File: config.mk
export PLATFORM = sky130hd
export DESIGN_NAME = tmr_top
export DESIGN_NICKNAME = d
export VERILOG_FILES = /design/src/core/tmr_pkg.sv /design/src/core/tmr_sync.sv /design/src/core/tmr_counter.sv /design/src/core/tmr_top.sv
export SDC_FILE = /design/constraint.sdc
export NUM_CORES = 1
export LEC_CHECK = 0
export BUFFER_PORTS_ARGS = -buffer_cell sky130_fd_sc_hd__buf_2
export CORE_MARGIN = 5
export CORE_UTILIZATION = 30
export DETAILED_ROUTE_END_ITERATION = 8
export HOLD_SLACK_MARGIN = 0.1
export SLEW_MARGIN = 20
export SYNTH_ARGS = -nofsm -noshare
export SYNTH_HDL_FRONTEND = slang
export SYNTH_SLANG_ARGS = --single-unit
File: constraint.sdc
create_clock -name ref_clk -period 2.8 [get_ports ref_clk]
set_input_delay 0.14 -clock ref_clk [delete_from_list [all_inputs] [get_ports ref_clk]]
set_output_delay 0.14 -clock ref_clk [all_outputs]
set_load 0.005 [all_outputs]
File: src/core/tmr_pkg.sv
// Package for the timer B / timer C down-counter block.
// Assumes a single 125 MHz clock domain and an 8-bit register port.
package tmr_pkg;
  localparam logic [7:0] TMR_B_CTRL_ADDR = 8'h19;
  localparam logic [7:0] TMR_B_RLD_HI_ADDR = 8'h1a;
  localparam logic [7:0] TMR_B_RLD_LO_ADDR = 8'h1b;
  localparam logic [7:0] TMR_B_CNT_HI_ADDR = 8'h1c;
  localparam logic [7:0] TMR_B_CNT_LO_ADDR = 8'h1d;
  localparam logic [7:0] TMR_C_CTRL_ADDR = 8'h1e;
  localparam logic [7:0] TMR_C_RLD_HI_ADDR = 8'h1f;
  localparam logic [7:0] TMR_C_RLD_LO_ADDR = 8'h20;
  localparam logic [7:0] TMR_C_CNT_HI_ADDR = 8'h21;
  localparam logic [7:0] TMR_C_CNT_LO_ADDR = 8'h22;
  localparam logic [7:0] TMR_FLAG_ADDR = 8'h24;
  localparam int TMR_HALT_BIT = 7;
  localparam int TMR_SRC_HI = 5;
  localparam int TMR_SRC_LO = 4;
  localparam int TMR_AUTO_BIT = 3;
  localparam int TMR_CLK_HI = 1;
  localparam int TMR_CLK_LO = 0;
  localparam logic [7:0] TMR_CTRL_MASK = 8'hbb;
  localparam logic [7:0] TMR_CTRL_RST = 8'h00;
  localparam logic [7:0] TMR_BYTE_RST = 8'h00;
  localparam logic [15:0] TMR_CNT_RST = 16'h0000;
  localparam logic [1:0] TMR_SRC_NONE = 2'h0;
  localparam logic [1:0] TMR_SRC_TX_END = 2'h1;
  localparam logic [1:0] TMR_SRC_TRIM = 2'h2;
  localparam logic [1:0] TMR_SRC_TRIM_UF = 2'h3;
  localparam logic [1:0] TMR_CLK_FAST = 2'h0;
  localparam logic [1:0] TMR_CLK_SLOW = 2'h1;
  localparam logic [1:0] TMR_CLK_UF0 = 2'h2;
  localparam logic [1:0] TMR_CLK_UF1 = 2'h3;
  localparam int TMR_NUM = 2;
endpackage

File: src/core/tmr_sync.sv
// Two-flop synchroniser for pin-level inputs.
// Assumes the input is asynchronous to ref_clk.
`timescale 1ns/1ps
module tmr_sync
  import tmr_pkg::*;
(
  input wire logic ref_clk,
  input wire logic srst,
  input wire logic clk_en,
  input wire logic async_in,
  output logic sync_out
);
  logic meta_r;
  always_ff @(posedge ref_clk) begin
    if (srst) begin
      meta_r <= 1'b0;
      sync_out <= 1'b0;
    end else if (clk_en) begin
      meta_r <= async_in;
      sync_out <= meta_r;
    end
  end
endmodule // tmr_sync

File: src/core/tmr_counter.sv
// One 16-bit reloadable down-counter with start, halt and trim control.
// Assumes start and event inputs are single-cycle pulses on ref_clk; tick may be held high to count every cycle.
`timescale 1ns/1ps
module tmr_counter
  import tmr_pkg::*;
(
  input wire logic ref_clk,
  input wire logic srst,
  input wire logic clk_en,
  input wire logic [7:0] ctrl,
  input wire logic [15:0] reload,
  input wire logic tick,
  input wire logic tx_end,
  input wire logic rx_four,
  input wire logic trim_edge,
  output logic [15:0] count,
  output logic running,
  output logic underflow
);
  logic [15:0] count_nxt;
  logic running_nxt;
  logic [1:0] src;
  logic is_trim;
  logic start_ev;
  logic stop_ev;
  logic at_zero;
  assign src = ctrl[TMR_SRC_HI:TMR_SRC_LO];
  assign is_trim = src[1];
  // Trim mode toggles run state on each rising edge of the slow oscillator
  assign start_ev = ((src == TMR_SRC_TX_END) & tx_end) | (is_trim & trim_edge & ~running);
  assign stop_ev = (ctrl[TMR_HALT_BIT] & ~is_trim & rx_four) | (is_trim & trim_edge & running);
  assign at_zero = (count == 16'h0000);
  always_comb begin
    count_nxt = count;
    running_nxt = running;
    underflow = 1'b0;
    if (start_ev) begin
      count_nxt = reload;
      running_nxt = 1'b1;
    end else if (stop_ev) begin
      running_nxt = 1'b0;
    end else if (running && tick) begin
      if (at_zero) begin
        underflow = 1'b1;
        // Trim without underflow holds at zero rather than wrapping
        if (src == TMR_SRC_TRIM) begin
          underflow = 1'b0;
        end else if (ctrl[TMR_AUTO_BIT]) begin
          count_nxt = reload;
        end else begin
          running_nxt = 1'b0;
        end
      end else begin
        count_nxt = count - 16'h0001;
      end
    end
  end
  always_ff @(posedge ref_clk) begin
    if (srst) begin
      count <= TMR_CNT_RST;
      running <= 1'b0;
    end else if (clk_en) begin
      count <= count_nxt;
      running <= running_nxt;
    end
  end
endmodule // tmr_counter

File: src/core/tmr_top.sv
// Register block and two down-counters (timer B, timer C).
// Assumes a same-clock register master; slow oscillator and slow tick come from pins.
`timescale 1ns/1ps
// Overview of operation
// - Halt bit stops timer after four received bits
// - Halt bit ignored in trim modes
// - Source 00 none, 01 start at tx end
// - Sources 10/11 trim, edge start/stop
// - Auto reload restarts from reload at zero, except in source 10
// - Without auto reload stop at zero, except in source 10 (holds at zero)
// - Underflow sets sticky timer flag
// - Timer B clock select fast/slow/uf0/uf1
// - Timer C clock select fast/slow/uf0/uf1
// - Start loads counter from reload bytes
// - Reload writes affect the next start or auto reload
// - Live count readable as two bytes
// - Timer B reload bytes at 1a, 1b
// - Timer C control at 1e with fields
// - Timer C reload high at 1f
// - Timer B control at 19
// - Timer C reload low 20, counts 21/22
module tmr_top
  import tmr_pkg::*;
(
  input wire logic ref_clk,
  input wire logic srst,
  input wire logic clk_en,
  input wire logic [7:0] reg_addr,
  input wire logic [7:0] reg_wdata,
  input wire logic reg_wr,
  input wire logic reg_rd,
  output logic [7:0] reg_rdata,
  input wire logic slow_tick_pin,
  input wire logic slow_oscillator,
  input wire logic tx_end,
  input wire logic rx_four_bits,
  input wire logic timer_0_underflow,
  input wire logic timer_a_underflow_flag,
  output logic timer_b_underflow_flag,
  output logic timer_c_underflow_flag,
  output logic timer_b_running,
  output logic timer_c_running
);
  logic [7:0] ctrl_r [TMR_NUM];
  logic [7:0] rld_hi_r [TMR_NUM];
  logic [7:0] rld_lo_r [TMR_NUM];
  logic [15:0] cnt [TMR_NUM];
  logic run [TMR_NUM];
  logic uf [TMR_NUM];
  logic [TMR_NUM-1:0] flag_r;
  logic [TMR_NUM-1:0] flag_nxt;
  logic [7:0] ctrl_addr [TMR_NUM];
  logic [7:0] hi_addr [TMR_NUM];
  logic [7:0] lo_addr [TMR_NUM];
  logic [7:0] chi_addr [TMR_NUM];
  logic [7:0] clo_addr [TMR_NUM];
  logic slow_lvl;
  logic slow_lvl_d_r;
  logic slow_tick;
  logic osc_lvl;
  logic osc_d_r;
  logic osc_rise;
  logic [7:0] rdata_nxt;
  logic flag_sel;
  logic [TMR_NUM-1:0] run_r;
  assign ctrl_addr[0] = TMR_B_CTRL_ADDR;
  assign ctrl_addr[1] = TMR_C_CTRL_ADDR;
  assign hi_addr[0] = TMR_B_RLD_HI_ADDR;
  assign hi_addr[1] = TMR_C_RLD_HI_ADDR;
  assign lo_addr[0] = TMR_B_RLD_LO_ADDR;
  assign lo_addr[1] = TMR_C_RLD_LO_ADDR;
  assign chi_addr[0] = TMR_B_CNT_HI_ADDR;
  assign chi_addr[1] = TMR_C_CNT_HI_ADDR;
  assign clo_addr[0] = TMR_B_CNT_LO_ADDR;
  assign clo_addr[1] = TMR_C_CNT_LO_ADDR;
  tmr_sync u_sync_slow (
    .ref_clk(ref_clk),
    .srst(srst),
    .clk_en(clk_en),
    .async_in(slow_tick_pin),
    .sync_out(slow_lvl)
  );
  tmr_sync u_sync_osc (
    .ref_clk(ref_clk),
    .srst(srst),
    .clk_en(clk_en),
    .async_in(slow_oscillator),
    .sync_out(osc_lvl)
  );
  assign slow_tick = slow_lvl & ~slow_lvl_d_r;
  assign osc_rise = osc_lvl & ~osc_d_r;
  always_ff @(posedge ref_clk) begin
    if (srst) begin
      slow_lvl_d_r <= 1'b0;
      osc_d_r <= 1'b0;
    end else if (clk_en) begin
      slow_lvl_d_r <= slow_lvl;
      osc_d_r <= osc_lvl;
    end
  end
  // The 13.56 MHz tick is taken as every ref_clk cycle; the real rate is set upstream
  genvar i;
  generate
    for (i = 0; i < TMR_NUM; i++) begin : g_tmr
      logic tick;
      logic wr_ctrl;
      logic wr_hi;
      logic wr_lo;
      assign wr_ctrl = reg_wr & (reg_addr == ctrl_addr[i]);
      assign wr_hi = reg_wr & (reg_addr == hi_addr[i]);
      assign wr_lo = reg_wr & (reg_addr == lo_addr[i]);
      always_comb begin
        case (ctrl_r[i][TMR_CLK_HI:TMR_CLK_LO])
          TMR_CLK_FAST: tick = 1'b1;
          TMR_CLK_SLOW: tick = slow_tick;
          TMR_CLK_UF0: tick = timer_0_underflow;
          TMR_CLK_UF1: tick = timer_a_underflow_flag;
          default: tick = 1'b0;
        endcase
      end
      always_ff @(posedge ref_clk) begin
        if (srst) begin
          ctrl_r[i] <= TMR_CTRL_RST;
          rld_hi_r[i] <= TMR_BYTE_RST;
          rld_lo_r[i] <= TMR_BYTE_RST;
        end else if (clk_en) begin
          if (wr_ctrl) ctrl_r[i] <= reg_wdata & TMR_CTRL_MASK;
          if (wr_hi) rld_hi_r[i] <= reg_wdata;
          if (wr_lo) rld_lo_r[i] <= reg_wdata;
        end
      end
      tmr_counter u_cnt (
        .ref_clk(ref_clk),
        .srst(srst),
        .clk_en(clk_en),
        .ctrl(ctrl_r[i]),
        .reload({rld_hi_r[i], rld_lo_r[i]}),
        .tick(tick),
        .tx_end(tx_end),
        .rx_four(rx_four_bits),
        .trim_edge(osc_rise),
        .count(cnt[i]),
        .running(run[i]),
        .underflow(uf[i])
      );
      // Set wins over a software clear in the same cycle
      assign flag_nxt[i] = uf[i] |
        (flag_r[i] & ~(reg_wr & flag_sel & reg_wdata[i]));
    end
  endgenerate
  assign flag_sel = (reg_addr == TMR_FLAG_ADDR);
  always_comb begin
    rdata_nxt = 8'h00;
    for (int k = 0; k < TMR_NUM; k++) begin
      if (reg_addr == ctrl_addr[k]) rdata_nxt = ctrl_r[k];
      if (reg_addr == hi_addr[k]) rdata_nxt = rld_hi_r[k];
      if (reg_addr == lo_addr[k]) rdata_nxt = rld_lo_r[k];
      if (reg_addr == chi_addr[k]) rdata_nxt = cnt[k][15:8];
      if (reg_addr == clo_addr[k]) rdata_nxt = cnt[k][7:0];
    end
    if (flag_sel) rdata_nxt = {6'h00, flag_r};
  end
  always_ff @(posedge ref_clk) begin
    if (srst) begin
      reg_rdata <= 8'h00;
      flag_r <= '0;
      run_r <= '0;
    end else if (clk_en) begin
      // Unmapped or idle reads return zero
      reg_rdata <= reg_rd ? rdata_nxt : 8'h00;
      flag_r <= flag_nxt;
      run_r <= {run[1], run[0]};
    end
  end
  assign timer_b_underflow_flag = flag_r[0];
  assign timer_c_underflow_flag = flag_r[1];
  assign timer_b_running = run_r[0];
  assign timer_c_running = run_r[1];

  chk_flag_set: assert property (@(posedge ref_clk) disable iff (srst)
    clk_en && uf[0] |=> flag_r[0]) else $error("flag b not set on underflow");
  chk_reserved_zero: assert property (@(posedge ref_clk) disable iff (srst)
    (ctrl_r[0][6] == 1'b0) && (ctrl_r[0][2] == 1'b0) && (ctrl_r[1][6] == 1'b0) &&
    (ctrl_r[1][2] == 1'b0))
    else $error("reserved bit set");
  chk_halt_rx: assert property (@(posedge ref_clk) disable iff (srst)
    clk_en && run[0] && ctrl_r[0][7] && !ctrl_r[0][5] && rx_four_bits && !tx_end
    |=> !run[0]) else $error("halt on receive missed");
  chk_trim_no_halt: assert property (@(posedge ref_clk) disable iff (srst)
    // An underflow without auto reload may stop the timer in the same cycle
    clk_en && run[1] && ctrl_r[1][5] && rx_four_bits && !osc_rise && !uf[1] |=> run[1])
    else $error("halt acted in trim mode");
  chk_tx_start: assert property (@(posedge ref_clk) disable iff (srst)
    clk_en && ctrl_r[0][5:4] == TMR_SRC_TX_END && tx_end |=> run[0] &&
    cnt[0] == $past({rld_hi_r[0], rld_lo_r[0]})) else $error("tx end start failed");
  chk_no_auto: assert property (@(posedge ref_clk) disable iff (srst)
    clk_en && uf[1] && !ctrl_r[1][3] && !tx_end && !osc_rise |=> !run[1])
    else $error("timer kept running");
  chk_auto_reload: assert property (@(posedge ref_clk) disable iff (srst)
    clk_en && uf[0] && ctrl_r[0][3] |=> run[0] &&
    cnt[0] == $past({rld_hi_r[0], rld_lo_r[0]})) else $error("auto reload failed");
  chk_fast_dec: assert property (@(posedge ref_clk) disable iff (srst)
    clk_en && run[0] && ctrl_r[0][1:0] == TMR_CLK_FAST && cnt[0] != 16'h0000 &&
    !tx_end && !rx_four_bits && !osc_rise |=> cnt[0] == $past(cnt[0]) - 16'h0001)
    else $error("count did not decrement");
  cov_uf_b: cover property (@(posedge ref_clk) uf[0]);
  cov_uf_c: cover property (@(posedge ref_clk) uf[1]);
  cov_halt: cover property (@(posedge ref_clk) run[0] ##1 !run[0]);
endmodule // tmr_top

==> impl_metrics.yaml <==
route:
  routed_wl_um: 17500
  num_vias: 5156
  drt_iter0_markers: 375
  viasPerCell: 5.55
  route.detailed.drc: 0
  drtPass1Iterations: 5
  ant_nets: 0
  post_drt_wl_per_cell_um: 18.8
place:
  gp_congestion: 0.929
  place_hpwl_um: 13300
  port_buffers: 38
die:
  pin_count: 39
  core_mm2: 0.0188
  die_y_um: 148
  rows: 50
  die_area_mm2: 0.0220
  initial_utilization_pct: 30.5
  die_w_um: 148
pwr:
  combPwrFrac_pct: 32.3
  powerDensity_mw_per_mm2: 636
  irDropWorstVdd_uv: 307
  intPower_mw: 2.71
  clock_power_share_pct: 28.4
  p_leak_nw: 2.40
  p_sw_mw: 1.46
  total_power_mw: 4.18
  seq_power_share_pct: 39.2
  switching_share_pct: 35.0
clock_tree:
  post_cts_resized: 0
  cts-root-buf: "clkbuf_16"
  cts_buffer_depth: 2
  cts_setup_buffers: 0
  cts.sink_count: 96
  clk_latency_ns: 0.35
  clk_pin_slew_worst_paths_ns: 0.06
  numCtsBuffers: 9
  h-tree-depth: 3
  cts_tree: "done"
setup_path:
  critPathMaxFanout: 14
  startpoint_type: "register"
  crit_chain: "or4_1 > nand4bb_4 > o211a_1 > o21ai_4 > buf_12 > o21ai_0 > a21oi_1"
  critPathKind: "reg -> reg"
  critPathLaunch: "g_tmr[0].u_cnt.count[8]"
  cpPeakStageDelay_ns: 0.67
  worstReg2RegStart: "g_tmr[0].u_cnt.count[8]"
  cp_slowest_cell: "or4_1"
  critical_path_arrival_ns: 2.69
  reg2reg_slack_ns: 0.39
  cp_data_required_time_ns: 3.07
  timing.critical_path.to_type: "register"
run_status:
  outcome: "complete, no violations"
timing:
  rsz0062_at_grt: "false"
  max_clock_freq_mhz: 414
  clock_skew_ns: 0.00896
  finalSetupTns_ns: 0
  finalHoldViolCount: 0
  min_period_ns: 2.41
  finalCritPeriodShare_pct: 86.2
  slew_headroom_pct: 35.5
  drv_slew: 0
  setup_viol: 0
  max_slew.worst_pin.slew_ns: 0.966
yosys:
  synth_edf_count: 44
  ys_seq_elements: 96
  ys_async_sr_fraction_pct: 0
  ys.flop_type: "dfxtp_1"
  synth_cell_types: 68
  syn_avg_cell_area_um2: 8.83
  netlist_area_mm2: 0.00573
  syn-instance-count: 649
  syn_nets: 680
  ys_seq_area_share_pct: 41.2
  ys_warn_count: 0
final_layout:
  area_delta_synth_final_pct: 14.6
  finalNetCount: 721
  diodes: 0
  layout-drive-gt1-share_pct: 17.4
  utilization_pct: 35.0
grt:
  grt_max_degree: 52
  grt_antenna_before_repair: 1
  grt_pass1_wl_um: 27300
  grt.overflow.total: 0
  grt_usage_pct: 16.0
  grt_pass1_vias: 4659
run:
  cap_violations: 0
hold_path:
  hp-class: "in -> reg"
  holdCritStartpoint: "reg_wdata[2]"
-- metal layers --
| metal | part of all wire [%] | up-vias | GRT usage, % |
|---|---|---|---|
| li1 | - | 2483 | - |
| met1 | 47 | 2444 | 23.7 |
| met2 | 45 | 213 | 24.5 |
| met3 | 6.8 | 14 | 2.32 |
| met4 | 1.1 | 2 | 3.79 |
| met5 | 0.27 | - | 0 |
-- flip-flops by register name, indices dropped and copies added (netlist names), 2 cells and up --
signal,flops
reg_rdata,8
flag_r,2
ctrl_r,12
g_tmr.u_cnt.count,32
rld_lo_r,16
run_r,2
rld_hi_r,16
g_tmr.u_cnt.running,2
-- timing repair --
item / in CTS / in global routing
hold buffers: 2 / 0
setup endpoints to repair: 0 / 0
endpoints found under the hold margin: 2 / 0
-- kinds of logic (layout without fill, tap and decap cells) --
logic type                 Yosys count  in the layout  synth area share [%]
muxes                               29             29                  6.01
DFF                                 96             96                  41.2
adders and majority gates            4              4                 0.874
AOI/OAI and AO/OA                  193            193                  22.4
buffers and inverters               55            101                  4.39
and+or+nand+nor                    272            272                  25.1
-- critical path, delay by kind of cell (launching register included) --
kind / cells / cell delay [ns]
buf+inv: 1 / 0.18
simple gates: 2 / 1.00
compound gates: 4 / 0.78
flops: 1 / 0.38
-- metrics by stage --
| step | instances | hold slack, ns | setup WS, ns | instance area [µm²] |
|---|---|---|---|---|
| detailed placement | 911 | 0.393 | 0.420 | 6260 |
| CTS | 929 | 0.160 | 0.396 | 6560 |
| global placement | 911 | 0.379 | 0.404 | 6260 |
| finish | 929 | 0.161 | 0.386 | 6560 |
| floorplan | 649 | 0.287 | 0.456 | 5730 |
| global route | 929 | 0.160 | 0.226 | 6560 |
-- power by group through the flow --
| stage | clock [mW] | combinational, mW | sequential [mW] |
|---|---|---|---|
| 6_report | 1.19 | 1.35 | 1.64 |
| 5_1_grt | 1.26 | 1.49 | 1.65 |
| 4_1_cts | 1.20 | 1.34 | 1.64 |
| 3_5_place_dp | 0 | 1.33 | 1.67 |
| 3_3_place_gp | 0 | 1.33 | 1.67 |
| 2_1_floorplan | 0 | 1.02 | 1.62 |
-- cell type report --
type                            count  area (µm²)
Fill cell                        1931       12200
Multi-Input combinational cell    498        3110
Sequential cell                    96        2360
Timing Repair Buffer               69         453
Tap cell                          234         293
Clock buffer                       11         243
Inverter                           16        60.1
Clock inverter                      5        37.5
-- synthesized netlist by cell type (4+ instances only) --
cell,count,area (µm²)
a211oi_1,11,82.6
a21o_1,14,105
a21oi_1,54,270
a21oi_2,5,43.8
a22o_1,5,43.8
a22oi_1,9,67.6
a2bb2oi_1,4,35.0
a31oi_1,7,43.8
and2_1,50,313
buf_1,5,18.8
buf_2,5,25.0
buf_6,5,56.3
clkbuf_1,23,86.3
dfxtp_1,52,1040
edfxtp_1,44,1320
ha_1,4,50.1
inv_1,16,60.1
mux2_2,13,146
mux2i_1,13,130
nand2_1,60,225
nand2b_1,10,62.6
nand3_1,16,80.1
nand3b_1,6,45.0
nand4_1,5,31.3
nor2_1,56,210
nor2b_1,10,62.6
nor3_1,21,105
nor4_1,13,81.3
o21ai_0,36,180
o21ai_2,5,43.8
o22ai_1,7,43.8
o31ai_1,4,30.0
or3_1,4,25.0
-- final timing paths --
path / depth (start not counted) / end
max: 7 / g_tmr[0].u_cnt.count[2]
min: 2 / rld_hi_r[1][2]
max reg2reg: 7 / g_tmr[0].u_cnt.count[2]
min reg2reg: 2 / reg_rdata[3]
-- layout by cell type, fill, tap and decap left out, drive strengths merged, types with 5 or more instances in the layout --
cell type / count
a21oi: 59
inv: 18
nor3: 22
a22o: 5
dfxtp: 52
and2: 50
nand2: 60
nor2b: 10
nand3b: 6
a211oi: 12
mux2i: 13
clkbuf: 11
nor2: 56
o21ai: 44
edfxtp: 44
a31oi: 7
buf: 67
o22ai: 7
a21o: 14
nand3: 16
nand4: 5
nor4: 15
mux2: 13
nand2b: 10
a22oi: 9
Note: power is estimated with default switching activity, not from simulation.
